===== config.mk =====
export PLATFORM = sky130hd
export DESIGN_NAME = dfs_drive_aux
export DESIGN_NICKNAME = d
export VERILOG_FILES = /design/src/core/dfs_pkg.sv /design/src/core/dfs_jump_if.sv /design/src/core/dfs_drive_aux.sv /design/src/core/dfs_jump_band.sv
export SDC_FILE = /design/constraint.sdc
export NUM_CORES = 2
export LEC_CHECK = 0
export BUFFER_PORTS_ARGS = -buffer_cell sky130_fd_sc_hd__clkbuf_2
export CORE_UTILIZATION = 55
export DETAILED_ROUTE_END_ITERATION = 7
export PLACE_DENSITY = 0.73
export SYNTH_ARGS = -nofsm -noshare
export SYNTH_HDL_FRONTEND = slang
export SYNTH_SLANG_ARGS = --single-unit

===== constraint.sdc =====
create_clock -name clk_sys_in -period 54.9 [get_ports clk_sys_in]
set_input_delay 2.745 -clock clk_sys_in [delete_from_list [all_inputs] [get_ports clk_sys_in]]
set_output_delay 2.745 -clock clk_sys_in [all_outputs]
set_load 0.05 [all_outputs]

===== src/core/dfs_pkg.sv =====
// constants and types for the drive frequency shaping and carrier block
package dfs_pkg;
  // ****************************************
  // timing
  // ****************************************
  localparam int CLK_HZ = 40_000_000;
  localparam int TICK_MS = 10; // ramp and timer base, 0.01 s
  localparam int TICK_CYCLES = CLK_HZ / 1000 * TICK_MS;
  localparam int THERM_STEP_TICKS = 100; // carrier lowering step every 1 s
  // ****************************************
  // widths and scaling
  // ****************************************
  localparam int FREQ_W = 17; // frequencies in 0.01 Hz
  localparam int NUM_JUMP = 4;
  localparam int NUM_DI = 8;
  localparam logic [4:0] JUMP_SCALE = 5'h0a; // 0.1 Hz to 0.01 Hz
  // ****************************************
  // settings
  // ****************************************
  localparam logic [1:0] LOCK_FWD = 2'h1;
  localparam logic [1:0] LOCK_REV = 2'h2;
  localparam logic [4:0] CARR_VAR = 5'h00;
  localparam logic [4:0] CARR_MIN = 5'h02;
  localparam logic [4:0] CARR_MAX = 5'h10;
  localparam logic [4:0] CARR_VEC_MIN = 5'h04;
  localparam logic [4:0] CARR_SOFT_MAX = 5'h08;
  localparam logic [7:0] S_TIME_MAX = 8'hfa; // 2.50 s
  localparam logic [13:0] JUMP_MAX_STD = 14'h0fa0; // 400.0 Hz
  localparam logic [13:0] JUMP_MAX_HF = 14'h2ee0; // 1200.0 Hz
  localparam logic [7:0] JUMP_WIDTH_MAX = 8'hff; // 25.5 Hz
  localparam logic [16:0] MES_FREQ_MAX = 17'h0_9c40; // 400.00 Hz
  localparam logic [5:0] DI_FUNC_MES = 6'h14;
  localparam logic [3:0] AI2_FUNC_JUMP = 4'h9;
  localparam logic [6:0] PCT_FULL = 7'h64;
  // ****************************************
  // types
  // ****************************************
  typedef enum logic [1:0] {
    MODE_VF, MODE_VF_ENCODER, MODE_SENSORLESS_VECTOR, MODE_ENCODER_VECTOR
  } dfs_ctrl_mode_t;
  typedef enum logic [1:0] {PH_HOLD, PH_START, PH_LINEAR, PH_END} dfs_ramp_ph_t;
endpackage : dfs_pkg


===== src/core/dfs_jump_if.sv =====
// jump band request and result between ramp path and band filter
interface dfs_jump_if;
  logic [16:0] ref_freq;
  logic [3:0][16:0] point;
  logic [16:0] width;
  logic [16:0] excluded;
  modport main (output ref_freq, output point, output width, input excluded);
  modport band (input ref_freq, input point, input width, output excluded);
endinterface : dfs_jump_if


===== src/core/dfs_drive_aux.sv =====
// direction lock, carrier select, s-curve ramp, jump bands and manual voltage reduction
module dfs_drive_aux
  import dfs_pkg::*;
#(
  parameter int TICK_CYCLES_P = TICK_CYCLES
) (
  input wire logic clk_sys_in,
  input wire logic resetn_in,
  input wire logic run_fwd_in,
  input wire logic run_rev_in,
  input wire logic [1:0] dir_lock_in,
  input wire dfs_ctrl_mode_t ctrl_mode_in,
  input wire logic high_freq_mode_in,
  input wire logic [4:0] carrier_set_in,
  input wire logic [4:0] var_carr_max_in,
  input wire logic soft_pwm_en_in,
  input wire logic auto_lower_en_in,
  input wire logic overheat_in,
  input wire logic [16:0] freq_ref_in,
  input wire logic [16:0] freq_max_in,
  input wire logic [15:0] acc_time_in,
  input wire logic [15:0] dec_time_in,
  input wire logic [3:0][7:0] s_time_in,
  input wire logic [2:0][13:0] jump_freq_in,
  input wire logic [7:0] jump_width_in,
  input wire logic [3:0] ai2_func_in,
  input wire logic [13:0] ai2_value_in,
  input wire logic [NUM_DI-1:0] di_level_in,
  input wire logic [NUM_DI-1:0][5:0] digital_input_function_select_in,
  input wire logic [6:0] mes_gain_in,
  input wire logic [16:0] mes_freq_in,
  input wire logic speed_ok_in,
  input wire logic [15:0] volt_recov_time_in,
  output logic [4:0] carrier_khz_out,
  output logic [16:0] freq_out,
  output logic dir_rev_out,
  output logic running_out,
  output logic [6:0] volt_pct_out,
  output logic manual_voltage_reduction_out
);
  // ****************************************
  // pin synchronisers
  // ****************************************
  localparam int NSYNC = NUM_DI + 3;
  logic [NSYNC-1:0] pin_raw;
  logic [NSYNC-1:0] s1_q;
  logic [NSYNC-1:0] s2_q;
  logic [NSYNC-1:0] s3_q;
  logic [NSYNC-1:0] pin_q;

  assign pin_raw = {di_level_in, overheat_in, run_rev_in, run_fwd_in};

  // three stages, a change counts once stages two and three agree
  for (genvar b = 0; b < NSYNC; b++) begin : g_sync
    always_ff @(posedge clk_sys_in or negedge resetn_in) begin
      if (!resetn_in) begin
        s1_q[b] <= 1'b0;
        s2_q[b] <= 1'b0;
        s3_q[b] <= 1'b0;
        pin_q[b] <= 1'b0;
      end else begin
        s1_q[b] <= pin_raw[b];
        s2_q[b] <= s1_q[b];
        s3_q[b] <= s2_q[b];
        if (s2_q[b] == s3_q[b]) begin
          pin_q[b] <= s3_q[b];
        end
      end
    end
  end

  // ****************************************
  // tick divider
  // ****************************************
  logic [31:0] tick_cnt_q;
  logic tick;

  assign tick = (tick_cnt_q == 32'(TICK_CYCLES_P - 1));

  // one-cycle enable every 10 ms
  always_ff @(posedge clk_sys_in or negedge resetn_in) begin
    if (!resetn_in) begin
      tick_cnt_q <= 32'h0000_0000;
    end else begin
      tick_cnt_q <= tick ? 32'h0000_0000 : tick_cnt_q + 32'h0000_0001;
    end
  end

  // ****************************************
  // direction lock
  // ****************************************
  logic fwd_ok;
  logic rev_ok;
  logic want_run;
  logic dir_rev_q;
  logic running_q;
  logic [16:0] freq_q;

  assign fwd_ok = pin_q[0] && (dir_lock_in != LOCK_REV);
  assign rev_ok = pin_q[1] && (dir_lock_in != LOCK_FWD);
  assign want_run = fwd_ok ^ rev_ok;

  // direction flips only once the output has ramped to zero
  always_ff @(posedge clk_sys_in or negedge resetn_in) begin
    if (!resetn_in) begin
      dir_rev_q <= 1'b0;
      running_q <= 1'b0;
    end else begin
      if (want_run && freq_q == 17'h0_0000) begin
        dir_rev_q <= rev_ok;
      end
      running_q <= want_run || (freq_q != 17'h0_0000);
    end
  end

  // ****************************************
  // jump bands
  // ****************************************
  dfs_jump_if jmp ();
  logic [13:0] jump_lim;
  logic [3:0][13:0] jpt;
  logic [16:0] ref_lim;

  assign jump_lim = high_freq_mode_in ? JUMP_MAX_HF : JUMP_MAX_STD;
  assign jpt[3] = (ai2_func_in == AI2_FUNC_JUMP) ? ai2_value_in : 14'h0000;
  assign ref_lim = (freq_ref_in > freq_max_in) ? freq_max_in : freq_ref_in;

  for (genvar j = 0; j < 3; j++) begin : g_jpt
    assign jpt[j] = jump_freq_in[j];
  end

  for (genvar j = 0; j < NUM_JUMP; j++) begin : g_pt
    assign jmp.point[j] = 17'((jpt[j] > jump_lim ? jump_lim : jpt[j]) * JUMP_SCALE);
  end

  assign jmp.width = 17'(jump_width_in * JUMP_SCALE);
  // lock is applied before exclusion; a locked command gives zero target
  assign jmp.ref_freq = (want_run && rev_ok == dir_rev_q) ? ref_lim : 17'h0_0000;

  dfs_jump_band u_band (
    .clk_sys_in(clk_sys_in),
    .resetn_in(resetn_in),
    .jmp(jmp)
  );

  // ****************************************
  // s-curve ramp
  // ****************************************
  logic [3:0][7:0] s_t;
  logic accel;
  logic [16:0] total;
  logic [7:0] s_end;
  logic [16:0] rem;
  logic end_zone;
  dfs_ramp_ph_t ph_q;
  logic up_q;
  logic [7:0] ph_cnt_q;
  logic [31:0] acc_q;
  logic [16:0] tgt;

  for (genvar s = 0; s < 4; s++) begin : g_st
    assign s_t[s] = (s_time_in[s] > S_TIME_MAX) ? S_TIME_MAX : s_time_in[s];
  end

  assign tgt = jmp.excluded;
  assign accel = (tgt > freq_q);
  assign total = accel ? 17'(acc_time_in) + ((17'(s_t[0]) + 17'(s_t[1])) >> 1)
                       : 17'(dec_time_in) + ((17'(s_t[2]) + 17'(s_t[3])) >> 1);
  assign s_end = accel ? s_t[1] : s_t[3];
  assign rem = accel ? tgt - freq_q : freq_q - tgt;
  // remaining distance fits in a half-rate end segment
  assign end_zone = (40'(rem) * 40'(total) * 40'h00_0000_0002) <= (40'(freq_max_in) * 40'(s_end));

  // phase sequencing of start, linear and end segments
  always_ff @(posedge clk_sys_in or negedge resetn_in) begin
    if (!resetn_in) begin
      ph_q <= PH_HOLD;
      up_q <= 1'b0;
      ph_cnt_q <= 8'h00;
    end else begin
      case (ph_q)
        PH_HOLD: begin
          if (freq_q != tgt) begin
            ph_q <= PH_START;
            up_q <= accel;
            ph_cnt_q <= 8'h00;
          end
        end
        PH_START: begin
          if (tick) begin
            ph_cnt_q <= ph_cnt_q + 8'h01;
          end
          if (ph_cnt_q >= (up_q ? s_t[0] : s_t[2])) begin
            ph_q <= PH_LINEAR;
          end
        end
        PH_LINEAR: begin
          if (end_zone) begin
            ph_q <= PH_END;
          end
        end
        default: begin
        end
      endcase
      if (ph_q != PH_HOLD && freq_q == tgt) begin
        ph_q <= PH_HOLD;
      end else if (ph_q != PH_HOLD && accel != up_q) begin
        ph_q <= PH_START;
        up_q <= accel;
        ph_cnt_q <= 8'h00;
      end
    end
  end

  // rate accumulator steps the output one unit at a time through any band; with zero total time the output takes the target at once
  always_ff @(posedge clk_sys_in or negedge resetn_in) begin
    if (!resetn_in) begin
      acc_q <= 32'h0000_0000;
      freq_q <= 17'h0_0000;
    end else if (ph_q == PH_HOLD) begin
      acc_q <= 32'h0000_0000;
    end else if (total == 17'h0_0000) begin
      freq_q <= tgt;
    end else if (tick) begin
      acc_q <= acc_q + ((ph_q == PH_LINEAR) ? 32'(freq_max_in) : 32'(freq_max_in >> 1));
    end else if (acc_q >= 32'(total) && freq_q != tgt) begin
      acc_q <= acc_q - 32'(total);
      freq_q <= accel ? freq_q + 17'h0_0001 : freq_q - 17'h0_0001;
    end
  end

  // ****************************************
  // carrier selection
  // ****************************************
  logic vector_mode;
  logic [4:0] cfg;
  logic [4:0] cfg_q;
  logic [4:0] lower_q;
  logic [7:0] therm_cnt_q;
  logic [4:0] carr_q;

  assign vector_mode = (ctrl_mode_in == MODE_SENSORLESS_VECTOR) || (ctrl_mode_in == MODE_ENCODER_VECTOR);

  // configured carrier from the setting
  always_comb begin
    cfg = cfg_q;
    if (carrier_set_in >= CARR_MIN && carrier_set_in <= CARR_MAX) begin
      cfg = carrier_set_in;
    end else if (carrier_set_in == CARR_VAR) begin
      cfg = (var_carr_max_in < CARR_MIN) ? CARR_MIN : var_carr_max_in;
      if (cfg > CARR_MAX) begin
        cfg = CARR_MAX;
      end
    end
    if (vector_mode && cfg < CARR_VEC_MIN) begin
      cfg = CARR_VEC_MIN;
    end
    if (soft_pwm_en_in && cfg > CARR_SOFT_MAX) begin
      cfg = CARR_SOFT_MAX;
    end
  end

  // thermal lowering steps down once a second, clears when cool
  always_ff @(posedge clk_sys_in or negedge resetn_in) begin
    if (!resetn_in) begin
      cfg_q <= CARR_MIN;
      lower_q <= 5'h00;
      therm_cnt_q <= 8'h00;
      carr_q <= CARR_MIN;
    end else begin
      cfg_q <= cfg;
      if (!auto_lower_en_in || !pin_q[2]) begin
        lower_q <= 5'h00;
        therm_cnt_q <= 8'h00;
      end else if (tick) begin
        therm_cnt_q <= (therm_cnt_q == 8'(THERM_STEP_TICKS - 1)) ? 8'h00 : therm_cnt_q + 8'h01;
        if (therm_cnt_q == 8'(THERM_STEP_TICKS - 1) && lower_q + CARR_MIN < cfg) begin
          lower_q <= lower_q + 5'h01;
        end
      end
      carr_q <= (lower_q >= cfg - CARR_MIN) ? CARR_MIN : cfg - lower_q;
    end
  end

  // ****************************************
  // manual voltage reduction
  // ****************************************
  logic [NUM_DI-1:0] mes_hit;
  logic mes_act;
  logic mes_q;
  logic [6:0] pct_tgt;
  logic [6:0] pct_q;
  logic [23:0] vacc_q;

  for (genvar d = 0; d < NUM_DI; d++) begin : g_mes
    assign mes_hit[d] = pin_q[3+d] && (digital_input_function_select_in[d] == DI_FUNC_MES);
  end

  assign mes_act = (|mes_hit) && (freq_ref_in > (mes_freq_in > MES_FREQ_MAX ? MES_FREQ_MAX : mes_freq_in))
                   && speed_ok_in;
  assign pct_tgt = mes_act ? ((mes_gain_in > PCT_FULL) ? PCT_FULL : mes_gain_in) : PCT_FULL;

  // full swing takes the recovery time, smaller changes proportionally less
  always_ff @(posedge clk_sys_in or negedge resetn_in) begin
    if (!resetn_in) begin
      mes_q <= 1'b0;
      pct_q <= PCT_FULL;
      vacc_q <= 24'h00_0000;
    end else begin
      mes_q <= mes_act;
      if (pct_q == pct_tgt) begin
        vacc_q <= 24'h00_0000;
      end else if (volt_recov_time_in == 16'h0000) begin
        pct_q <= pct_tgt;
      end else if (tick) begin
        vacc_q <= vacc_q + 24'(PCT_FULL);
      end else if (vacc_q >= 24'(volt_recov_time_in)) begin
        vacc_q <= vacc_q - 24'(volt_recov_time_in);
        pct_q <= (pct_q > pct_tgt) ? pct_q - 7'h01 : pct_q + 7'h01;
      end
    end
  end

  // ****************************************
  // outputs
  // ****************************************
  assign carrier_khz_out = carr_q;
  assign freq_out = freq_q;
  assign dir_rev_out = dir_rev_q;
  assign running_out = running_q;
  assign volt_pct_out = pct_q;
  assign manual_voltage_reduction_out = mes_q;
endmodule : dfs_drive_aux


===== src/core/dfs_jump_band.sv =====
// jump band exclusion filter for the frequency target
module dfs_jump_band
  import dfs_pkg::*;
(
  input wire logic clk_sys_in,
  input wire logic resetn_in,
  dfs_jump_if.band jmp
);
  // ****************************************
  // band edges
  // ****************************************
  logic [16:0] lo [NUM_JUMP];
  logic [16:0] hi [NUM_JUMP];
  logic [NUM_JUMP-1:0] en;
  logic [16:0] f;

  // edges per jump point, zero point disables its band
  for (genvar j = 0; j < NUM_JUMP; j++) begin : g_band
    assign lo[j] = (jmp.point[j] > jmp.width) ? jmp.point[j] - jmp.width : 17'h0_0000;
    assign hi[j] = jmp.point[j] + jmp.width;
    assign en[j] = (jmp.point[j] != 17'h0_0000);
  end

  // ****************************************
  // exclusion
  // ****************************************
  // repeated passes push the target below chained bands
  always_comb begin
    f = jmp.ref_freq;
    for (int p = 0; p < NUM_JUMP; p++) begin
      for (int k = 0; k < NUM_JUMP; k++) begin
        if (en[k] && f > lo[k] && f < hi[k]) begin
          f = lo[k];
        end
      end
    end
  end

  // registered result
  always_ff @(posedge clk_sys_in or negedge resetn_in) begin
    if (!resetn_in) begin
      jmp.excluded <= 17'h0_0000;
    end else begin
      jmp.excluded <= f;
    end
  end
endmodule : dfs_jump_band


# After elaboration in Yosys (flattened, before gate mapping)
# Index checks and enable logic that the tools add are counted.
# W data, S select, Z words.
dict set report word_totals {
  regBits 210
  in_bits 285
  out_inout_bits 32
  word_cells 369
}
dict set report classes {
  add_sub_neg 29
  multipliers 7
  n_lt_le_gt_ge 62
  eq_ne 40
  muxes 85
  bitwise 3
  reduce_logical 83
}
# op count
set op_table {}
lappend op_table {{$mux W17} 30}
lappend op_table {{$gt A17 B17 Y1} 19}
lappend op_table {{$lt A17 B17 Y1} 16}
lappend op_table {{$mux W32} 5}
lappend op_table {{$mux W8} 13}
lappend op_table {{$mux W24} 4}
lappend op_table {{$reduce_bool A17 Y1} 5}
lappend op_table {{$mux W14} 6}
lappend op_table {{$add A17 B12 Y17} 4}
lappend op_table {{$gt A17 B12 Y1} 4}
lappend op_table {{$sub A17 B12 Y17} 4}
lappend op_table {{$mul A14 B3 Y16 const B} 4}
lappend op_table {{$gt A14 B14 Y1} 4}
lappend op_table {{$logic_and A1 B1 Y1} 53}
lappend op_table {{$mux W5} 10}
lappend op_table {{$eq A6 B5 Y1 const B} 8}
lappend op_table {{$mux W7} 6}
lappend op_table {{$le A35 B25 Y1} 1}
lappend op_table {{$add A16 B8 Y17} 2}
lappend op_table {{$logic_not A17 Y1} 2}
lappend op_table {{$mul A17 B17 Y34} 1}
lappend op_table {{$sub A17 B17 Y17} 2}
lappend op_table {{$add A32 B1 Y32 const B} 1}
lappend op_table {{$add A32 B17 Y32} 1}
lappend op_table {{other kinds (61)} 104}

# Longest topological paths before layout
dict set report depth {
  ltp_word 70
  mapped_depth 335
  mapped_depth_nobuf 317
}

# Cells and area by module
# A second synthesis with hierarchy kept.
dict set report hier_totals {
  hier_cells 7504
  area_unflattened_um2 59130.5
}
# module n_inst cells_per_inst area_each_um2 seq_area_each_um2
set modules_own_cells {}
lappend modules_own_cells {dfs_drive_aux 1 4427 36213.5 4835.9}
lappend modules_own_cells {dfs_jump_band 1 3077 22917.0 425.4}

# Worst setup path before layout
# Ideal clock, no wire load.
dict set report synth_path {
  path_kind {input-to-reg}
  from {input high_freq_mode_in}
  to {register u_band.jmp.excluded[10]}
  setup_ps 125
  arrival_ps 51233
  required_ps 54775
  setup_slack_ps 3542
  stages 315
  n_path_buf 27
  path_cell_list {inv_1 > ha_1 > a21oi_1 > nor3_1 > a2111oi_1 > clkbuf_1 > and2_1 > ha_1 > ha_1 > inv_1 > fa_1 > nor2b_1 > o2111ai_1 > nand2_1 > xor2_1 > ha_1 > clkbuf_1 > nor4b_1 > [279 not listed] > o21a_1 > o21ai_0 > nand2b_1 > a21oi_1 > nor2b_1 > o21ai_0 > nand2b_1 > a21oi_1 > nor2_1 > a211oi_1 > o21ai_0 > o211ai_1 > nor2b_1 > o21ai_0 > nand2_1 > o311ai_4 > buf_6 > mux2_2}
}
dict set report synth_via {
  elab_chain_len 70
  elab_cells_between_ends 113
  cone_classes {add/sub (8); mul (4); order compare (40); mux (25); reduce/logical (36)}
}
# element line_no
set synth_rtl {}
lappend synth_rtl {{from (decl)} dfs_drive_aux.sv:13} ;# input wire logic high_freq_mode_in,
lappend synth_rtl {{$mux W14 *} dfs_drive_aux.sv:124} ;# assign jump_lim = high_freq_mode_in ? JUMP_MAX_HF : JUMP_MAX_STD;
lappend synth_rtl {{$gt A14 B14 Y1} dfs_drive_aux.sv:133} ;# assign jmp.point[j] = 17'((jpt[j] > jump_lim ? jump_lim : jpt[j]) * JUMP_SCALE);
lappend synth_rtl {{$mux W14} dfs_drive_aux.sv:133}
lappend synth_rtl {{$mul A14 B3 Y16} dfs_drive_aux.sv:133}
lappend synth_rtl {{$sub A17 B12 Y17 / $gt A17 B12 Y1 (equally long branches)} dfs_jump_band.sv:19} ;# assign lo[j] = (jmp.point[j] > jmp.width) ? jmp.point[j] - jmp.width : 17'h0_0000;
lappend synth_rtl {{$mux W17} dfs_jump_band.sv:19}
lappend synth_rtl {{$gt A17 B17 Y1} dfs_jump_band.sv:32} ;# if (en[k] && f > lo[k] && f < hi[k]) begin
lappend synth_rtl {{$logic_and A1 B1 Y1 (2 in series)} dfs_jump_band.sv:32}
lappend synth_rtl {{[52 not listed]} --}
lappend synth_rtl {{$mux W17} dfs_jump_band.sv:32}
lappend synth_rtl {{$gt A17 B17 Y1} dfs_jump_band.sv:32}
lappend synth_rtl {{$logic_and A1 B1 Y1 (2 in series)} dfs_jump_band.sv:32}
lappend synth_rtl {{$mux W17} dfs_jump_band.sv:32}
lappend synth_rtl {{$gt A17 B17 Y1} dfs_jump_band.sv:32}
lappend synth_rtl {{$logic_and A1 B1 Y1 (2 in series)} dfs_jump_band.sv:32}
lappend synth_rtl {{$mux W17 *} dfs_jump_band.sv:32}
lappend synth_rtl {{named net u_band.f[10]} dfs_jump_band.sv:15} ;# logic [16:0] f;
lappend synth_rtl {{to (signal assigned)} dfs_jump_band.sv:42} ;# jmp.excluded <= 17'h0_0000;
lappend synth_rtl {{to (signal assigned)} dfs_jump_band.sv:44} ;# jmp.excluded <= f;
lappend synth_rtl {{to (decl)} dfs_jump_if.sv:8} ;# modport band (input ref_freq, input point, input width, output excluded);
# Mark *: on every way through the listed nets, which the timed path passes. The rest lies on a longest branch.
# A chain may end at the register's enable or synchronous reset.

# Worst setup path after layout
dict set report layout_path {
  from {input high_freq_mode_in}
  to {register u_band.jmp.excluded[2]}
}
# Same word-level chain as after synthesis.

==> flow_metrics.py <==
metrics = {
    "outcome": {
        "status": "finished clean",
    },
    "critical_path": {
        "slowest_stage": "or4_1",
        "startpoint_type": "input port",
        "critPathKind": "input port to register",
        "worstSetupEndpointType": "register",
        "crit_path_max_incr_delay_ns": 0.55,
        "arrival_ns": 52.63,
        "cpMostUsedCell": "o21ai_0",
        "crit_required_ns": 55.34,
        "cp_max_fo": 14,
    },
    "clock_tree": {
        "clock_latency_ns": 0.58,
        "max-clock-path-buffers": 3,
        "cts.clk_slew.worst_paths_ns": 0.06,
        "htree_levels": 1,
        "cts_tree": "built",
        "cts_sinks": 210,
        "cts_buffers": 24,
        "cts.root.buffer_cell": "clkbuf_16",
        "cts_hold_buffers": 0,
    },
    "sta": {
        "final.setup.worst_slack_ns": 2.706,
        "setup_violations": 0,
        "finalCritPeriodShare": 0.9507,
        "relSlewSlack": 0.1367,
        "hold_viol": 0,
        "skew_ns": 0.01847,
        "max_freq_ghz": 0.01916,
        "slew_viol_final": 0,
        "period_minus_slack_ns": 52.19,
        "tightest_slew_ns": 1.287,
    },
    "floorplanning": {
        "die_w_um": 318.3,
        "die_h_um": 318.3,
        "die_area_um2": 101300,
        "rows": 115,
        "core_um2": 98710,
        "start_util": 0.5573,
        "io_pins": 317,
    },
    "logic_synthesis": {
        "yosysUniqueCellTypes": 106,
        "synth_mux_area_frac": 0.04533,
        "synth_top_family_by_area": "adder cells",
        "synth-seq-cells": 210,
        "ys_seq_area_frac": 0.09564,
        "synthSimpleGateAreaFrac": 0.1839,
        "synth_adder_area_share": 0.3727,
        "avgSynthCellArea_um2": 8.086,
        "syn_area_um2": 55010,
        "yosys_most_used_dff": "dfrtp_1",
        "synth_xor_area_frac": 0.05697,
        "synth-async-reset-ratio": 1.000,
        "synth_compound_area_frac": 0.1794,
        "synth_nets": 8514,
        "yosys_warnings": 0,
        "postSynthCellCount": 6804,
        "synth_edf_count": 0,
    },
    "drt": {
        "routed_wl_um": 190000,
        "ant_nets": 0,
        "drcViolationCount": 0,
        "num_vias": 53390,
        "drtIter0Drc": 4074,
        "drt_first_pass_iters": 7,
        "wl_per_cell_um": 21.41,
        "viasPerCell": 6.015,
    },
    "global_route": {
        "grt_overflow": 0,
        "grt_pass1_wl_um": 292600,
        "grt.total_usage": 0.3666,
        "grt_pass1_vias": 52740,
        "antenna_found_initial": 4,
        "grt_max_degree": 74,
    },
    "final_layout": {
        "final_nets": 9277,
        "syn_to_final_growth_pct": 15.67,
        "final_area_um2": 63630,
        "fillers": 8620,
        "drive_gt1_frac": 0.1685,
        "finish.utilization": 0.6447,
    },
    "flow_run": {
        "drv_cap": 0,
    },
    "placed_design": {
        "gp_congestion": 1.078,
        "place_ws_ns": 0.6418,
        "io_buffer_count": 315,
        "place_hpwl_um": 157700,
        "placed_area_um2": 62050,
    },
    "worst_hold_path": {
        "hold_path.class": "register to register",
    },
}
[layout make-up]
type	count	area, um^2	area share
Timing Repair Buffer	936	6344	0.09969
Tap cell	1287	1610	0.02531
Inverter	756	2841	0.04465
Clock buffer	27	621.8	0.009772
Antenna cell	5	12.51	0.0001966
Multi-Input combinational cell	5639	46700	0.7339
Clock inverter	15	244.0	0.003834
Sequential cell	210	5261	0.08268
[per-layer routing]
metal | up-vias | global-route usage | wire (um)
met1 | 25520 | 0.4594 | 76870
met3 | 504 | 0.04515 | 13520
li1 | 25270 | - | -
met5 | - | 0 | 7
met2 | 2096 | 0.5938 | 84960
met4 | 2 | 0.2418 | 14680
[layout by cell type (no fill, tap or decap), drive strengths merged, types with 20 or more instances in the layout]
cell type,n
or4,20
buf,620
o31ai,30
and2,116
or2,37
fa,339
o21a,61
nand4,159
or3,31
nor4,60
mux2i,89
nand2,540
ha,1086
nor3,86
nand2b,163
xnor2,250
a211oi,50
a31oi,34
a21o,217
inv,755
nor2b,140
nor2,475
clkbuf,342
mux2,142
dfrtp,205
a21oi,509
nand3,91
o21bai,116
xor2,107
and3,40
o21ai,398
[critical path, delay by kind of cell]
| family | cells | cell delay, ns |
|---|---|---|
| buf+inv | 32 | 4.79 |
| xor+xnor | 1 | 0.20 |
| fa+ha+maj | 21 | 5.99 |
| simple gates | 107 | 14.38 |
| mux | 10 | 3.19 |
| compound gates | 136 | 21.28 |
[final timing paths]
path | from | end | slack [ns] | depth (start not counted)
min in group asynchronous | resetn_in | vacc_q[0] | 2.10 | 1
worst min register to register | s1_q[7] | s2_q[7] | 0.35 | 0
max in group asynchronous | resetn_in | freq_out[14] | 51.38 | 2
worst max-delay path | high_freq_mode_in | u_band.jmp.excluded[2] | 2.71 | 307
worst max register to register | pin_q[1] | u_band.jmp.excluded[2] | 7.63 | 284
worst min-delay path | s1_q[7] | s2_q[7] | 0.35 | 0
[registers in the layout (all words and copies together) (netlist names)]
register	flops
acc_q	32
tick_cnt_q	32
vacc_q	24
freq_out	17
u_band.jmp.excluded	17
pin_q	11
s1_q	11
s2_q	11
s3_q	11
ph_cnt_q	8
therm_cnt_q	8
volt_pct_out	7
carrier_khz_out	5
cfg_q	5
lower_q	5
ph_q	2
dir_rev_out	1
manual_voltage_reduction_out	1
running_out	1
up_q	1
[kinds of logic (layout without fill, tap and decap cells)]
| group | count (synthesis) | count (layout) |
|---|---|---|
| simple gates | 2025 | 2026 |
| compound gates | 1584 | 1586 |
| fa+ha+maj | 1438 | 1438 |
| buf+inv | 958 | 1734 |
| xor+xnor | 357 | 357 |
| mux | 231 | 231 |
| flops | 210 | 210 |
| other cells | 1 | 6 |
[cells in the mapped netlist, drive strengths merged (140+ instances only)]
library cell	number	share of area
inv	755	0.052
nor2	474	0.032
nand2b	163	0.019
dfrtp	205	0.093
a21o	217	0.030
fa	339	0.12
nor2b	140	0.016
ha	1086	0.25
mux2	142	0.029
xnor2	250	0.040
o21ai	398	0.036
clkbuf	181	0.012
nand4	159	0.018
nand2	540	0.037
a21oi	509	0.046
[repair_timing]
item / 4_1_cts / 5_1_grt
resized for setup: 0 / 125
setup buffers: 0 / 24
setup endpoints to repair: 0 / 17
[per-stage QoR]
step / hold WS (ns) / TNS [ns] / std cells
detailed placement: 0.3381 / 0 / 8799
floorplan: 0.3312 / 0 / 6804
finish: 0.3476 / 0 / 8875
global placement: 0.3333 / 0 / 8799
CTS: 0.3516 / 0 / 8841
global route: 0.3574 / -1.985 / 8873
Power is left out: the tool's default activity adds up to more than one toggle a clock period on the data nets, which glitch-free logic cannot reach.
